[config.mk]
export PLATFORM = sky130hd
export DESIGN_NAME = plrb_top
export DESIGN_NICKNAME = d
export VERILOG_FILES = /design/src/hw/plrb_pkg.sv /design/src/hw/plrb_sync.sv /design/src/hw/plrb_curve.sv /design/src/hw/plrb_top.sv
export SDC_FILE = /design/constraint.sdc
export NUM_CORES = 1
export LEC_CHECK = 0
export BUFFER_PORTS_ARGS = -buffer_cell sky130_fd_sc_hd__buf_2
export CORE_MARGIN = 2
export CORE_UTILIZATION = 45
export CTS_CLUSTER_DIAMETER = 200
export CTS_CLUSTER_SIZE = 16
export DETAILED_ROUTE_END_ITERATION = 10
export SLEW_MARGIN = 30
export SYNTH_ARGS = -nofsm -noshare
export SYNTH_HDL_FRONTEND = slang
export SYNTH_SLANG_ARGS = --single-unit
[constraint.sdc]
create_clock -name mclk -period 19.4 [get_ports mclk]
set_clock_uncertainty 0.2 [all_clocks]
set_input_delay 3.88 -clock mclk [delete_from_list [all_inputs] [get_ports mclk]]
set_output_delay 3.88 -clock mclk [all_outputs]
set_load 0.01 [all_outputs]
[src/hw/plrb_pkg.sv]
// constants, types and register map of the panel luminance register bank
package plrb_pkg;
	// target address and register addressing
	localparam logic [6:0] DEV_ADDR7 = 7'h78; // 8-bit form 0xf0 with r/w in bit 0
	localparam int ADDR_W = 11;
	localparam logic [10:0] OFF_VALID = 11'h000;
	localparam logic [10:0] OFF_FEAT = 11'h001;
	localparam logic [10:0] OFF_START_LO = 11'h002;
	localparam logic [10:0] OFF_P0 = 11'h003;
	localparam logic [10:0] OFF_P7 = 11'h00a;
	localparam logic [10:0] OFF_REFRESH = 11'h00b;
	localparam logic [10:0] OFF_GAIN = 11'h016;
	localparam logic [10:0] OFF_SYNC = 11'h040;
	localparam logic [10:0] OFF_HYST = 11'h041;
	localparam logic [10:0] OFF_MID_HI = 11'h048;
	localparam logic [10:0] OFF_MID_LO = 11'h049;
	localparam logic [10:0] OFF_GID_HI = 11'h04a;
	localparam logic [10:0] OFF_GID_LO = 11'h04b;
	localparam logic [10:0] OFF_PEAK_HI = 11'h04c;
	localparam logic [10:0] OFF_PEAK_LO = 11'h04d;
	localparam logic [10:0] OFF_TXC_HI = 11'h04e;
	localparam logic [10:0] OFF_TXC_LO = 11'h04f;
	localparam logic [10:0] OFF_INIT_HI = 11'h050;
	localparam logic [10:0] OFF_INIT_LO = 11'h051;
	localparam logic [10:0] OFF_BAL = 11'h05d;
	localparam logic [10:0] OFF_TEMP_HI = 11'h05e;
	localparam logic [10:0] OFF_TEMP_LO = 11'h05f;
	// field positions
	localparam int FEAT_LIMIT_BIT = 6;
	localparam int FEAT_PDOWN_BIT = 4;
	localparam int REFRESH_DIS_BIT = 4;
	localparam int BAL_EN_BIT = 7;
	// writable bits of each register, others read zero
	localparam logic [7:0] FEAT_MASK = 8'h53;
	localparam logic [7:0] REFRESH_MASK = 8'h10;
	localparam logic [7:0] BAL_MASK = 8'h80;
	localparam logic [7:0] SYNC_MASK = 8'h0f;
	localparam logic [7:0] HI2_MASK = 8'h03;
	// reset values
	localparam logic [7:0] FEAT_RST = 8'h40;
	localparam logic [7:0] REG_RST = 8'h00;
	localparam logic [7:0] GAIN_RST = 8'hff;
	// peak synchronisation field codes
	localparam logic [1:0] SYNC_ON = 2'h3;
	localparam logic [1:0] WIN_2 = 2'h1;
	localparam logic [1:0] WIN_4 = 2'h2;
	localparam logic [1:0] WIN_8 = 2'h3;
	// brightness curve geometry
	localparam int NUM_PTS = 8;
	localparam logic [10:0] PT_SPACING = 11'h080;
	localparam logic [10:0] APL_MAX = 11'h3ff;
	// curve configuration travelling as one bundle
	typedef struct packed {
		logic [9:0] start;
		logic [7:0][7:0] level;
		logic [7:0] gain;
	} plrb_curve_cfg_type;
	// target port sequencer states
	typedef enum logic [5:0] {
		ST_IDLE = 6'h01,
		ST_DEV = 6'h02,
		ST_ADRH = 6'h04,
		ST_ADRL = 6'h08,
		ST_WR = 6'h10,
		ST_RD = 6'h20
	} plrb_state_type;
endpackage

[src/hw/plrb_sync.sv]
// two-flop synchroniser for pin inputs
`timescale 1ns/1ps
`default_nettype none
module plrb_sync #(
	parameter int W = 2,
	parameter logic [W-1:0] RST_VAL = '1
) (
	// clock and reset
	input wire logic mclk,
	input wire logic rst_n,
	// asynchronous side
	input wire logic [W-1:0] async_in,
	// synchronised side
	output logic [W-1:0] sync_out
);
	logic [W-1:0] meta_ff;
	logic [W-1:0] sync_ff;

	// first stage feeds only the second; idle-high reset avoids a false start
	always_ff @(posedge mclk) begin
		if (!rst_n) begin
			meta_ff <= RST_VAL;
			sync_ff <= RST_VAL;
		end else begin
			meta_ff <= async_in;
			sync_ff <= meta_ff;
		end
	end

	assign sync_out = sync_ff;
endmodule
`default_nettype wire

[src/hw/plrb_curve.sv]
// brightness curve evaluator with global gain
`timescale 1ns/1ps
`default_nettype none
module plrb_curve (
	// clock and reset
	input wire logic mclk,
	input wire logic rst_n,
	// configuration and picture level
	input wire plrb_pkg::plrb_curve_cfg_type cfg,
	input wire logic [9:0] average_picture_level,
	// result
	output logic [7:0] curve_luminance
);
	import plrb_pkg::*;

	logic [NUM_PTS-1:0][10:0] pos;
	logic [2:0] sel;
	logic [7:0] curve_luminance_ff;

	// positions and segment search; a point past the top is never selected
	always_comb begin
		sel = 3'h0;
		for (int i = 0; i < NUM_PTS; i++) begin
			// RULE_07: fixed spacing
			pos[i] = {1'b0, cfg.start} + 11'(i) * PT_SPACING;
		end
		for (int i = 1; i < NUM_PTS; i++) begin
			// RULE_08: discard beyond top
			if (pos[i] <= {1'b0, average_picture_level} && pos[i] <= APL_MAX) begin
				sel = 3'(i);
			end
		end
	end

	wire [2:0] nsel = sel + 3'h1;
	wire [7:0] l0 = cfg.level[sel];
	wire [7:0] l1 = cfg.level[nsel];
	wire below = {1'b0, average_picture_level} < pos[0];
	// RULE_08: flat after last point
	wire next_ok = (sel != 3'h7) && (pos[nsel] <= APL_MAX);
	wire [10:0] offs = {1'b0, average_picture_level} - pos[sel];
	wire signed [8:0] diff = $signed({1'b0, l1}) - $signed({1'b0, l0});
	wire signed [17:0] prod = diff * $signed({2'h0, offs[6:0]});
	wire signed [17:0] step = prod >>> 7;
	wire signed [17:0] interp = $signed({10'h000, l0}) + step;
	// RULE_06: level per point
	wire [7:0] level = (below || !next_ok) ? l0 : interp[7:0];
	// RULE_10: linear gain, 255 gives unity
	wire [15:0] gprod = level * cfg.gain;
	wire [15:0] gscaled = gprod + {8'h00, gprod[15:8]} + 16'h0001;

	// result registered so the output is glitch free
	always_ff @(posedge mclk) begin
		if (!rst_n) begin
			curve_luminance_ff <= 8'h00;
		end else begin
			curve_luminance_ff <= gscaled[15:8];
		end
	end

	assign curve_luminance = curve_luminance_ff;
endmodule
`default_nettype wire

[src/hw/plrb_top.sv]
// panel luminance register bank behind a two-wire target port
//
// How it works
// RULE_01: target at 0xf0, 11-bit address, bytes
// RULE_02: validity byte is read only
// RULE_03: bit 6 enables power limiter, reset one
// RULE_04: bit 4 enables power-down sequence
// RULE_05: dimming start from two registers, ten bits
// RULE_06: eight curve point levels in order
// RULE_07: points spaced 128 after point zero
// RULE_08: flat after point seven, drop past 1023
// RULE_09: refresh mode disabled when bit set
// RULE_10: global gain scales all points linearly
// RULE_11: bit 7 enables junction balancing
// RULE_12: temperature reading read only, high first
// RULE_13: sync on at 11, off at 00
// RULE_14: window select two, four, eight frames
// RULE_15: small downward peak changes are ignored
// RULE_16: host keeps module id in 1..1000
// RULE_17: host keeps group id nonzero
// RULE_18: final peak and transmit count read only
// RULE_19: initial peak sets output peak
// RULE_20: unused bits and addresses read zero
// RULE_21: address two bytes, then auto-increment
`timescale 1ns/1ps
`default_nettype none
module plrb_top (
	// clock and reset
	input wire logic mclk,
	input wire logic rst_n,
	// two-wire target pins, sda open drain
	input wire logic scl_in,
	input wire logic sda_in,
	output logic sda_out,
	output logic sda_oe,
	// status from the module logic
	input wire logic [7:0] validity_byte,
	input wire logic [15:0] temperature_reading,
	input wire logic [9:0] final_peak_luminance,
	input wire logic [9:0] transmit_counter,
	// picture level and per-frame peak samples
	input wire logic [9:0] average_picture_level,
	input wire logic [9:0] peak_sample,
	input wire logic peak_sample_valid,
	// feature controls
	output logic power_limiter_enable,
	output logic power_down_sequence,
	output logic refresh_mode_function,
	output logic balancing_enable,
	// curve result
	output logic [7:0] curve_luminance,
	// peak synchronisation settings and result
	output logic peak_sync,
	output logic [3:0] average_window_select,
	output logic [7:0] peak_hysteresis_threshold,
	output logic [9:0] module_identifier,
	output logic [9:0] group_identifier,
	output logic [9:0] initial_peak_luminance,
	output logic [9:0] peak_held
);
	import plrb_pkg::*;

	logic [1:0] pins_sync;
	logic scl_prev_ff;
	logic sda_prev_ff;
	plrb_state_type state_ff;
	plrb_state_type nxt_state;
	logic [3:0] bit_cnt_ff;
	logic [3:0] nxt_bit_cnt;
	logic [7:0] shift_ff;
	logic [7:0] nxt_shift;
	logic [7:0] tx_ff;
	logic [7:0] nxt_tx;
	logic [10:0] addr_ff;
	logic [10:0] nxt_addr;
	logic rw_ff;
	logic nxt_rw;
	logic mack_ff;
	logic nxt_mack;
	logic sda_oe_ff;
	logic nxt_sda_oe;
	logic wr_stb;
	logic [7:0] rd_data;
	logic [7:0] feat_ff;
	logic [7:0] start_lo_ff;
	logic [7:0][7:0] level_ff;
	logic [7:0] refresh_ff;
	logic [7:0] gain_ff;
	logic [7:0] sync_ff;
	logic [7:0] hyst_ff;
	logic [7:0] mid_hi_ff;
	logic [7:0] mid_lo_ff;
	logic [7:0] gid_hi_ff;
	logic [7:0] gid_lo_ff;
	logic [7:0] init_hi_ff;
	logic [7:0] init_lo_ff;
	logic [7:0] bal_ff;
	logic [9:0] peak_held_ff;
	logic [9:0] nxt_peak_held;
	plrb_curve_cfg_type curve_cfg;

	// pins are asynchronous to mclk, so both pass two flops first
	plrb_sync #(
		.W(2),
		.RST_VAL(2'h3)
	) u_pin_sync (
		.mclk(mclk),
		.rst_n(rst_n),
		.async_in({scl_in, sda_in}),
		.sync_out(pins_sync)
	);

	// bus edges and conditions on the synchronised levels
	wire scl = pins_sync[1];
	wire sda = pins_sync[0];
	wire scl_rise = scl & ~scl_prev_ff;
	wire scl_fall = ~scl & scl_prev_ff;
	wire start_cond = scl & scl_prev_ff & sda_prev_ff & ~sda;
	wire stop_cond = scl & scl_prev_ff & ~sda_prev_ff & sda;

	// RULE_21: reads past the first byte use the next address
	wire [10:0] rd_addr = (state_ff == ST_RD) ? addr_ff + 11'h001 : addr_ff;
	wire rd_lvl = (rd_addr >= OFF_P0) && (rd_addr <= OFF_P7);
	wire [10:0] rd_lvl_off = rd_addr - OFF_P0;
	wire wr_lvl = wr_stb && (addr_ff >= OFF_P0) && (addr_ff <= OFF_P7);
	wire [10:0] wr_lvl_off = addr_ff - OFF_P0;

	// edge history
	always_ff @(posedge mclk) begin
		if (!rst_n) begin
			scl_prev_ff <= 1'b1;
			sda_prev_ff <= 1'b1;
		end else begin
			scl_prev_ff <= scl;
			sda_prev_ff <= sda;
		end
	end

	// byte sequencer; sda changes only after a detected scl fall, so the
	// synchroniser delay must stay well inside the scl low time
	always_comb begin
		nxt_state = state_ff;
		nxt_bit_cnt = bit_cnt_ff;
		nxt_shift = shift_ff;
		nxt_tx = tx_ff;
		nxt_addr = addr_ff;
		nxt_rw = rw_ff;
		nxt_mack = mack_ff;
		nxt_sda_oe = sda_oe_ff;
		wr_stb = 1'b0;
		if (start_cond) begin
			nxt_state = ST_DEV;
			nxt_bit_cnt = 4'hf; // the start's own scl fall wraps it to zero
			nxt_sda_oe = 1'b0;
		end else if (stop_cond) begin
			nxt_state = ST_IDLE;
			nxt_sda_oe = 1'b0;
		end else if (state_ff != ST_IDLE) begin
			if (scl_rise) begin
				if (bit_cnt_ff != 4'h8) begin
					nxt_shift = {shift_ff[6:0], sda};
				end else begin
					nxt_mack = ~sda;
				end
			end else if (scl_fall) begin
				if (bit_cnt_ff == 4'h7) begin
					nxt_bit_cnt = 4'h8;
					case (state_ff)
						ST_DEV: begin
							// RULE_01: answer only our address
							if (shift_ff[7:1] == DEV_ADDR7) begin
								nxt_sda_oe = 1'b1;
								nxt_rw = shift_ff[0];
							end else begin
								nxt_state = ST_IDLE;
							end
						end
						ST_ADRH: begin
							// RULE_21: high address byte first
							nxt_addr = {shift_ff[2:0], addr_ff[7:0]};
							nxt_sda_oe = 1'b1;
						end
						ST_ADRL: begin
							nxt_addr = {addr_ff[10:8], shift_ff};
							nxt_sda_oe = 1'b1;
						end
						ST_WR: begin
							// any address is acked, unmapped ones just drop the data
							wr_stb = 1'b1;
							nxt_sda_oe = 1'b1;
						end
						ST_RD: begin
							nxt_sda_oe = 1'b0; // let the host ack
						end
						default: begin
							nxt_state = ST_IDLE;
						end
					endcase
				end else if (bit_cnt_ff == 4'h8) begin
					nxt_bit_cnt = 4'h0;
					nxt_sda_oe = 1'b0;
					case (state_ff)
						ST_DEV: begin
							if (rw_ff) begin
								nxt_state = ST_RD;
								nxt_tx = rd_data;
								nxt_sda_oe = ~rd_data[7];
							end else begin
								nxt_state = ST_ADRH;
							end
						end
						ST_ADRH: begin
							nxt_state = ST_ADRL;
						end
						ST_ADRL: begin
							nxt_state = ST_WR;
						end
						ST_WR: begin
							// RULE_21: auto-increment
							nxt_addr = addr_ff + 11'h001;
						end
						ST_RD: begin
							if (mack_ff) begin
								nxt_addr = addr_ff + 11'h001;
								nxt_tx = rd_data;
								nxt_sda_oe = ~rd_data[7];
							end else begin
								nxt_state = ST_IDLE;
							end
						end
						default: begin
							nxt_state = ST_IDLE;
						end
					endcase
				end else begin
					nxt_bit_cnt = bit_cnt_ff + 4'h1;
					if (state_ff == ST_RD) begin
						nxt_tx = {tx_ff[6:0], 1'b0};
						nxt_sda_oe = ~tx_ff[6];
					end
				end
			end
		end
	end

	// sequencer registers
	always_ff @(posedge mclk) begin
		if (!rst_n) begin
			state_ff <= ST_IDLE;
			bit_cnt_ff <= 4'h0;
			shift_ff <= 8'h00;
			tx_ff <= 8'h00;
			addr_ff <= 11'h000;
			rw_ff <= 1'b0;
			mack_ff <= 1'b0;
			sda_oe_ff <= 1'b0;
		end else begin
			state_ff <= nxt_state;
			bit_cnt_ff <= nxt_bit_cnt;
			shift_ff <= nxt_shift;
			tx_ff <= nxt_tx;
			addr_ff <= nxt_addr;
			rw_ff <= nxt_rw;
			mack_ff <= nxt_mack;
			sda_oe_ff <= nxt_sda_oe;
		end
	end

	// read mux
	always_comb begin
		rd_data = 8'h00;
		if (rd_lvl) begin
			rd_data = level_ff[rd_lvl_off[2:0]];
		end else begin
			case (rd_addr)
				// RULE_02: validity byte
				OFF_VALID: rd_data = validity_byte;
				OFF_FEAT: rd_data = feat_ff;
				OFF_START_LO: rd_data = start_lo_ff;
				OFF_REFRESH: rd_data = refresh_ff;
				OFF_GAIN: rd_data = gain_ff;
				OFF_SYNC: rd_data = sync_ff;
				OFF_HYST: rd_data = hyst_ff;
				OFF_MID_HI: rd_data = mid_hi_ff;
				OFF_MID_LO: rd_data = mid_lo_ff;
				OFF_GID_HI: rd_data = gid_hi_ff;
				OFF_GID_LO: rd_data = gid_lo_ff;
				// RULE_18: status words, upper bits first
				OFF_PEAK_HI: rd_data = {6'h00, final_peak_luminance[9:8]};
				OFF_PEAK_LO: rd_data = final_peak_luminance[7:0];
				OFF_TXC_HI: rd_data = {6'h00, transmit_counter[9:8]};
				OFF_TXC_LO: rd_data = transmit_counter[7:0];
				OFF_INIT_HI: rd_data = init_hi_ff;
				OFF_INIT_LO: rd_data = init_lo_ff;
				OFF_BAL: rd_data = bal_ff;
				// RULE_12: temperature word
				OFF_TEMP_HI: rd_data = temperature_reading[15:8];
				OFF_TEMP_LO: rd_data = temperature_reading[7:0];
				// RULE_20: unmapped reads zero
				default: rd_data = 8'h00;
			endcase
		end
	end

	// register writes; read-only offsets have no case item and are untouched
	always_ff @(posedge mclk) begin
		if (!rst_n) begin
			// RULE_03: limiter on after reset
			feat_ff <= FEAT_RST;
			start_lo_ff <= REG_RST;
			level_ff <= '0;
			// RULE_09: refresh mode enabled after reset
			refresh_ff <= REG_RST;
			gain_ff <= GAIN_RST;
			sync_ff <= REG_RST;
			hyst_ff <= REG_RST;
			mid_hi_ff <= REG_RST;
			mid_lo_ff <= REG_RST;
			gid_hi_ff <= REG_RST;
			gid_lo_ff <= REG_RST;
			init_hi_ff <= REG_RST;
			init_lo_ff <= REG_RST;
			bal_ff <= REG_RST;
		end else if (wr_lvl) begin
			// RULE_06: points zero to seven in order
			level_ff[wr_lvl_off[2:0]] <= shift_ff;
		end else if (wr_stb) begin
			// RULE_20: masks keep unused bits zero
			case (addr_ff)
				OFF_FEAT: feat_ff <= shift_ff & FEAT_MASK;
				OFF_START_LO: start_lo_ff <= shift_ff;
				OFF_REFRESH: refresh_ff <= shift_ff & REFRESH_MASK;
				OFF_GAIN: gain_ff <= shift_ff;
				OFF_SYNC: sync_ff <= shift_ff & SYNC_MASK;
				OFF_HYST: hyst_ff <= shift_ff;
				OFF_MID_HI: mid_hi_ff <= shift_ff & HI2_MASK;
				OFF_MID_LO: mid_lo_ff <= shift_ff;
				OFF_GID_HI: gid_hi_ff <= shift_ff & HI2_MASK;
				OFF_GID_LO: gid_lo_ff <= shift_ff;
				OFF_INIT_HI: init_hi_ff <= shift_ff & HI2_MASK;
				OFF_INIT_LO: init_lo_ff <= shift_ff;
				OFF_BAL: bal_ff <= shift_ff & BAL_MASK;
				default: feat_ff <= feat_ff;
			endcase
		end
	end

	// RULE_05: ten-bit dimming start
	assign curve_cfg.start = {feat_ff[1:0], start_lo_ff};
	assign curve_cfg.level = level_ff;
	assign curve_cfg.gain = gain_ff;

	plrb_curve u_curve (
		.mclk(mclk),
		.rst_n(rst_n),
		.cfg(curve_cfg),
		.average_picture_level(average_picture_level),
		.curve_luminance(curve_luminance)
	);

	// RULE_15: downward steps under threshold held
	wire [9:0] peak_drop = peak_held_ff - peak_sample;
	wire peak_take = (peak_sample >= peak_held_ff) || (peak_drop >= {2'h0, hyst_ff});
	wire [9:0] init_peak = {init_hi_ff[1:0], init_lo_ff};
	// RULE_13: only pattern 11 switches sync on
	wire sync_on = sync_ff[1:0] == SYNC_ON;

	// RULE_19: initial peak drives output while sync is off
	always_comb begin
		nxt_peak_held = peak_held_ff;
		if (!sync_on) begin
			nxt_peak_held = init_peak;
		end else if (peak_sample_valid && peak_take) begin
			nxt_peak_held = peak_sample;
		end
	end

	// held peak; starting from the initial value avoids a jump at sync on
	always_ff @(posedge mclk) begin
		if (!rst_n) begin
			peak_held_ff <= 10'h000;
		end else begin
			peak_held_ff <= nxt_peak_held;
		end
	end

	// RULE_14: window frame count, 00 gives 0
	assign average_window_select = (sync_ff[3:2] == WIN_2) ? 4'h2 :
		(sync_ff[3:2] == WIN_4) ? 4'h4 :
		(sync_ff[3:2] == WIN_8) ? 4'h8 : 4'h0;

	// RULE_03: limiter enable
	assign power_limiter_enable = feat_ff[FEAT_LIMIT_BIT];
	// RULE_04: power-down sequence enable
	assign power_down_sequence = feat_ff[FEAT_PDOWN_BIT];
	// RULE_09: set bit disables refresh mode
	assign refresh_mode_function = ~refresh_ff[REFRESH_DIS_BIT];
	// RULE_11: balancing enable
	assign balancing_enable = bal_ff[BAL_EN_BIT];

	// id values pass through unchecked; keeping them legal is the host's job
	assign peak_sync = sync_on;
	assign peak_hysteresis_threshold = hyst_ff;
	assign module_identifier = {mid_hi_ff[1:0], mid_lo_ff};
	assign group_identifier = {gid_hi_ff[1:0], gid_lo_ff};
	assign initial_peak_luminance = init_peak;
	assign peak_held = peak_held_ff;

	// open drain: only ever pulls low
	assign sda_out = 1'b0;
	assign sda_oe = sda_oe_ff;
endmodule
`default_nettype wire

# == Word level (Yosys, flattened, before mapping) ==
# Cells that the tools add are included.
# Widths: inputs -> output; s select.
# totals
register_bits,191
output_inout_bits,67
word_cells,299
ramBits,0
mem_bits_ro,0
input_bits,69
n_memories,0
latchBits,0
# classes
multipliers,2
n_shift,0
n_reduce_logical,53
mux,73
n_lt_le_gt_ge,27
n_bitwise,21
eq_ne,68
addsub,18
div,0
# ops
operator,count
$eq 11x7->1 const B,24
$pmux 8 s20,1
$le 11x10->1 const B,8
$le 11x10->1,7
$bmux 8 s3,3
$bmux 11 s3,2
$bwmux 64,1
$mux 11,5
$mux 8,6
$add 10x10->11 const B,4
$pmux 11 s2,2
$mux 4,10
$reduce_and 3->1,13
$mux 7,5
$mux 6,5
$pmux 6 s5,1
$reduce_and 10->1,3
$demux 8 s3,1
$reduce_and 8->1,3
$add 10x9->11 const B,2
$eq 11x1->1 const B,2
$eq 11x2->1 const B,2
$eq 11x4->1 const B,2
$eq 11x5->1 const B,2
other kinds (62),148

# == Longest topological paths before layout ==
# Gate-level depths: netlist of the first run.
# logic_depth
depth_word,21
depth_mapped,74
depth_no_buf,69

# == By module ==
# From an unflattened synthesis of the first run, not the netlist that was laid out.
# unflattened
hier_cells,2247
area_unflattened_um2,18899.4
# by_module_without_submodules
mod,cells_each,area_each_um2,n_inst,seq_area_each_um2
plrb_top,1244,10400.0,1,3583.4
plrb_curve,995,8394.3,1,160.2
plrb_sync,8,105.1,1,80.1

# == Least setup slack after synthesis of the first run ==
# OpenSTA, ideal clock, no wires.
# synth_path
kind,input port to flip-flop
start,in average_picture_level[2]
end,reg u_curve.curve_luminance_ff[6] (netlist: u_curve.curve_luminance[6])
required_time_ns,19.130
stages,70
slack_ns,-0.403
path_buffers,6
t_arrival_ns,19.533
setup_ns,0.070
path_cell_list,inv_1 -> ha_1 -> buf_2 -> a21oi_2 -> a211oi_2 -> a2111o_1 -> a21oi_4 -> o21ai_1 -> o21ai_2 -> buf_6 -> buf_6 -> buf_2 -> ha_1 -> clkbuf_1 -> buf_1 -> mux4_2 -> mux2_2 -> fa_1 -> [... 34 more ...] -> inv_1 -> fa_1 -> inv_1 -> ha_1 -> o2111ai_1 -> o2111a_1 -> nand3b_1 -> nand2_1 -> a21oi_1 -> xnor2_1 -> ha_1 -> nand3_1 -> nor4b_1 -> a211oi_1 -> nand4_1 -> o21ai_1 -> or3_1 -> a21oi_1
# synth_via
elab_chain_len,20
elab_cells_between_ends,44
classes_between,6 x add/sub; 2 x mul; 9 x order compare; 1 x eq/ne; 16 x mux; 10 x reduce/logical
# synth_lines
item,line,source
"start, declared",plrb_top.sv:42,"input wire logic [9:0] average_picture_level,"
branches (longest 16 deep; another with $le 11x10->1),--,
$mux 8 *,plrb_curve.sv:47,wire [7:0] level = (below || !next_ok) ? l0 : interp[7:0];
$mul 8x8->16 *,plrb_curve.sv:49,wire [15:0] gprod = level * cfg.gain;
$add 16x8->16 *,plrb_curve.sv:50,"wire [15:0] gscaled = gprod + {8'h00, gprod[15:8]} + 16'h0001;"
$add 16x1->16 *,plrb_curve.sv:50,
"end signal, assigned",plrb_curve.sv:57,curve_luminance_ff <= gscaled[15:8];
"end, declared",plrb_curve.sv:18,logic [7:0] curve_luminance_ff;
# Every way passes the cells marked *. The select of a mux whose other input is x is not followed.
# A chain may end at the register's enable or synchronous reset.

# == Worst setup path in the final report of the first run ==
# Ends and elaborated chain as after synthesis.

==> results of run 1 <==
==> repair_timing <==
item	4_1_cts	5_1_grt
resized for setup	0	36
buffers inserted	0	5
setup endpoints to repair	0	8
==> per-stage QoR <==
stage	setup TNS [ns]	util	hold slack, ns	setup slack, ns	instances
after floorplan	0	-	0.186	0.0404	2126
after global placement	-0.0864	0.486	0.193	-0.0296	2724
after detailed placement	-1.38	0.487	0.196	-0.416	2724
after CTS	0	0.501	0.217	0.0325	2756
after global routing	0	0.507	0.231	0.0782	2763
final	0	0.507	0.213	1.03	2763
==> registers in the layout (all words and copies together) (netlist names), 6 cells and up <==
| register | flops |
|---|---|
| peak_hysteresis_threshold | 8 |
| addr_ff | 11 |
| state_ff | 6 |
| curve_cfg | 64 |
| shift_ff | 8 |
| gain_ff | 8 |
| start_lo_ff | 8 |
| mid_lo_ff | 8 |
| gid_lo_ff | 8 |
| u_curve.curve_luminance | 8 |
| tx_ff | 7 |
| peak_held | 10 |
| init_lo_ff | 8 |
==> cell type report <==
type	instances	area share
multi-input combinational	1610	0.653
clock inverter	15	0.00751
inverter	219	0.0409
tap	525	0.0326
sequential	191	0.190
antenna	1	0.000124
clock buffer	17	0.0211
timing repair buffer	185	0.0545
==> synthesized netlist by cell type, types with 8 or more instances <==
master    count
nor2_1      250
inv_1       218
dfxtp_1     191
nand2_1     175
mux2i_1     159
ha_1        154
a21oi_1     112
fa_1         86
clkbuf_1     72
o21ai_0      68
and2_1       56
xnor2_1      46
nand3_1      44
a211oi_1     32
mux4_2       32
a21o_1       24
nand2b_1     23
nor3_1       21
nand4_1      20
xor2_1       20
mux2_2       18
a31oi_1      15
and3_1       14
buf_1        13
a22o_1       12
a22oi_1      12
o21a_1       12
buf_2        11
a222oi_1     10
o21bai_1     10
a221oi_1      9
nor2b_1       8
==> cell families after synthesis <==
group / synth area share
mux: 0.145
xor+xnor: 0.0393
buf+inv: 0.0708
flops: 0.211
simple gates: 0.177
compound gates: 0.155
other cells: 0.000207
fa+ha+maj: 0.202
==> critical path, delay by kind of cell <==
family                   cells  cell delay, ns
adder cells (fa/ha/maj)     15            6.26
AO/OA/AOI/OAI               20            3.57
AND/OR/NAND/NOR             13            2.05
XOR/XNOR                     6            1.16
multiplexers                 2            0.82
buffers and inverters       11            0.79
==> path summary, 6_finish.rpt <==
| path | from | end | slack (ns) | cells past startpoint |
|---|---|---|---|---|
| worst min register to register | u_pin_sync.meta_ff[1]$_SDFF_PN1_ | u_pin_sync.sync_out[1]$_SDFF_PN1_ | 0.21 | 1 |
| worst max-delay path | average_picture_level[2] | u_curve.curve_luminance[6]$_SDFF_PN0_ | 1.03 | 67 |
| worst min-delay path | u_pin_sync.meta_ff[1]$_SDFF_PN1_ | u_pin_sync.sync_out[1]$_SDFF_PN1_ | 0.21 | 1 |
| worst max register to register | start_lo_ff[7]$_SDFFE_PN0P_ | u_curve.curve_luminance[6]$_SDFF_PN0_ | 3.30 | 67 |
==> layer usage <==
layer,global-route usage,vias to the layer above,wire length [um]
met1,0.354,7811,24200
li1,-,7562,-
met2,0.431,572,25800
met5,0,-,0
met4,0.0833,0,1440
met3,0.0480,89,3650
==> cell usage in the layout (no fill, tap or decap), drive strengths merged, types with 10 or more instances in the layout <==
cell type  netlist  final
xnor2           48     48
a211oi          34     34
nand3           46     46
o21bai          10     10
nand2b          23     23
a222oi          10     10
a31oi           15     15
ha             154    154
nor2           253    253
mux2            25     25
o21ai           72     72
and3            14     14
clkbuf          74     18
a221oi          10     10
mux4            32     32
mux2i          159    159
buf             32    184
fa              86     86
a21oi          115    115
xor2            22     22
a21o            24     24
dfxtp          191    191
nor3            29     29
a22oi           12     12
and2            57     57
nand2          175    175
inv            218    225
nand4           21     21
a22o            12     12
o21a            12     12
==> impl_metrics.ini, run 1 <==
[worst_setup_path]
arrival_ns = 18.55
worst_path_max_delay_cell = fa_1
slowest_delay_ns = 0.56
crit_top_cell = inv_1
cp.required_ns = 19.58
end_kind = flop
critPathMaxFanout = 7
start_kind = primary input
critPathKind = in -> reg

[grt]
grt_pass1_vias = 15700
grt_pass1_wl_um = 86300
grt_max_degree = 76
grt_overflow = 0
antenna_found_initial = 1
grt_usage = 0.264

[floorplanning]
start_util = 0.455
die_y_um = 205
core_area_um2 = 39700
fp.dieW_um = 205
rows = 73
die-area_um2 = 41800
ios = 136

[flow_run]
drv_cap = 0

[placement]
gp_congestion = 0.952
place_hpwl_um = 42200
place_area_um2 = 19300
portBuffers = 133

[timing]
slew_viol_final = 0
finalCritPeriodShare = 0.947
timing.fmax_mhz = 54.4
hold_viol = 0
slew_headroom = 0.338
setup_viol = 0
period_minus_slack_ns = 18.37
rsz0062_at_grt = false
worst_slew_pin_slew_ns = 0.992

[clocking]
clk_path_buf_depth = 2
clock_sinks = 191
cts-root-buf = clkbuf_16
cts-buffers-inserted = 17
cts_tree = yes
cts_hold_buf = 0
htree_levels = 4
cts.reportedPaths.clkPinSlew_ns = 0.07
clk_latency_ns = 0.46

[logic_synthesis]
ys_ff_latch = 191
yosys.cell_types.count = 98
syn_area_per_cell_um2 = 8.51
yosys.area.top_type = dfxtp_1
yosysSeqAreaShare = 0.211
synth_top_area_share = 0.211
synth-main-ff-cell = dfxtp_1
netlist_area_um2 = 18100
synth_edf_count = 0
netlist_top_cells_area = dfxtp_1 (21%), ha_1 (11%), fa_1 (9.5%), mux2i_1 (8.8%), nor2_1 (5.2%)
ys_async_sr_fraction = 0
ys_warn_count = 0
synthCells = 2125

[worst_hold_path]
worstHoldPathType = reg -> reg

[final_layout]
fillers = 3896
seq_area_um2 = 3830
area_growth_pct = 11.4
nNetsFinal = 2533
drive_gt1_frac = 0.155
multi_input_area_um2 = 13200
postLayoutCellArea_um2 = 20200

[route]
routed_via_density = 5.80
wl_per_cell_um = 19.9
drc = 0
dr.first_iter.drc_count = 1137
wirelength_um = 55100
ant_nets = 0
via_count = 16000
drt_pass1_iterations = 6

[status]
status = finished, final reports clean
Power of run 1 is not shown: default switching activity piles up to over one toggle a cycle in this logic, so the estimate is an artifact.
==> inputs of run 2 (changes only) <==
--- a/config.mk
+++ b/config.mk
@@ -11,6 +11,7 @@
 export CTS_CLUSTER_DIAMETER = 200
 export CTS_CLUSTER_SIZE = 16
 export DETAILED_ROUTE_END_ITERATION = 10
+export PLACE_DENSITY = 0.69
 export SLEW_MARGIN = 30
 export SYNTH_ARGS = -nofsm -noshare
 export SYNTH_HDL_FRONTEND = slang
==> run 2 against run 1 <==
Effect of this change: routed wire length is 1.4% lower; worst hold slack worse by 0.0043 ns; final cell count about the same.
==> impl_metrics.ini, run 2 (same netlist as run 1, synthesis figures left out) <==
[final_layout]
final_common_cell = nor2_1
fillers = 3744
multi_input_area_um2 = 13200
final_util = 0.507
drive_gt1_frac = 0.154
area_growth_pct = 11.4
layout_common_cells = nor2_1 (247), inv_1 (217), dfxtp_1 (191)
largest_reg_flops = 64
nNetsFinal = 2527
seq_area_um2 = 3820

[worst_setup_path]
r2r_cells = 68
cp.required_ns = 19.58
crit_top_cell = fa_1
path_delay_family = adder cells
slowest_delay_ns = 0.55
start_kind = primary input
path_buf_inv = 10
end_kind = flop
rr_endpoint = u_curve.curve_luminance[2]$_SDFF_PN0_
critPathKind = in -> reg
reg2reg_from = start_lo_ff[7]$_SDFFE_PN0P_
critPathMaxFanout = 7
arrival_ns = 18.84
worst_path_max_delay_cell = fa_1
ff2ff_setup_slack_ns = 2.89

[worst_hold_path]
worstHoldPathType = reg -> reg
hp-start = u_pin_sync.meta_ff[1]$_SDFF_PN1_
hold_depth = 1
holdPathEnd = u_pin_sync.sync_out[1]$_SDFF_PN1_

[grt]
grt_usage = 0.257
grt_overflow = 0
antenna_found_initial = 5
grt_pass1_vias = 15700
grt_max_degree = 101
grt_pass1_wl_um = 85300

[route]
routed_via_density = 5.91
wirelength_um = 54300
dr.first_iter.drc_count = 1407
ant_nets = 0
wl_per_cell_um = 19.7
drt_pass1_iterations = 9
via_count = 16300
drc = 0

[floorplanning]
ios = 136
die_y_um = 205
fp.dieW_um = 205
core_area_um2 = 39700
die-area_um2 = 41800
start_util = 0.455
rows = 73

[timing]
setup_viol = 0
worst_slew_pin_slew_ns = 1.07
fin_ws_ns = 0.732
timing.fmax_mhz = 53.6
slew_viol_final = 0
slew_headroom = 0.289
hold_viol = 0
finalCritPeriodShare = 0.962
period_minus_slack_ns = 18.67
setup_tns_ns = 0

[placement]
pre_cts_slack_ns = -0.178
portBuffers = 133
place_hpwl_um = 41300
gp_congestion = 0.955

[clocking]
cts.reportedPaths.clkPinSlew_ns = 0.07
htree_levels = 4
cts-buffers-inserted = 17
clk_path_buf_depth = 2
cts_tree = yes
cts_hold_buf = 0
clk_latency_ns = 0.45
cts-root-buf = clkbuf_16
clock_sinks = 191

[flow_run]
drv_cap = 0

[status]
status = finished, final reports clean
==> run 2: metrics by stage <==
stage               area (um2)  hold WS, ns  cells
floorplan                18100        0.186   2126
global placement         19300        0.198   2718
detailed placement       19300        0.191   2718
CTS                      19900        0.207   2750
global route             20200        0.242   2761
finish                   20200        0.209   2761
==> run 2: worst max-delay path by stage <==
| stage | startpoint | endpoint | cells after the start |
|---|---|---|---|
| 2_1_floorplan | average_picture_level[2] | u_curve.curve_luminance[6]$_SDFF_PN0_ | 70 |
| 3_3_place_gp | average_picture_level[4] | u_curve.curve_luminance[2]$_SDFF_PN0_ | 65 |
| 3_5_place_dp | average_picture_level[4] | u_curve.curve_luminance[6]$_SDFF_PN0_ | 67 |
| 4_1_cts | average_picture_level[4] | u_curve.curve_luminance[6]$_SDFF_PN0_ | 67 |
| 5_1_grt | average_picture_level[6] | u_curve.curve_luminance[2]$_SDFF_PN0_ | 68 |
| 6_report | average_picture_level[6] | u_curve.curve_luminance[2]$_SDFF_PN0_ | 68 |
==> run 2: timing repair <==
action / 4_1_cts / 5_1_grt
endpoints found under the setup margin: 0 / 8
buffers inserted: 0 / 6
gates resized for setup: 0 / 44
==> run 2: metal layers <==
metal / vias to the layer above / global-route usage / wire [um]
met2: 696 / 0.420 / 25400
met3: 90 / 0.0334 / 3930
li1: 7562 / - / -
met5: - / 0 / 0
met1: 7966 / 0.351 / 23500
met4: 0 / 0.0872 / 1510
==> run 2: cell type report <==
| cell class | instances | share of cell area |
|---|---|---|
| timing repair buffer | 179 | 0.0505 |
| inverter | 219 | 0.0409 |
| clock buffer | 22 | 0.0225 |
| tap | 525 | 0.0326 |
| multi-input combinational | 1610 | 0.657 |
| antenna | 5 | 0.000621 |
| sequential | 191 | 0.190 |
| clock inverter | 10 | 0.00652 |
Power of run 2 is left out for the same reason.
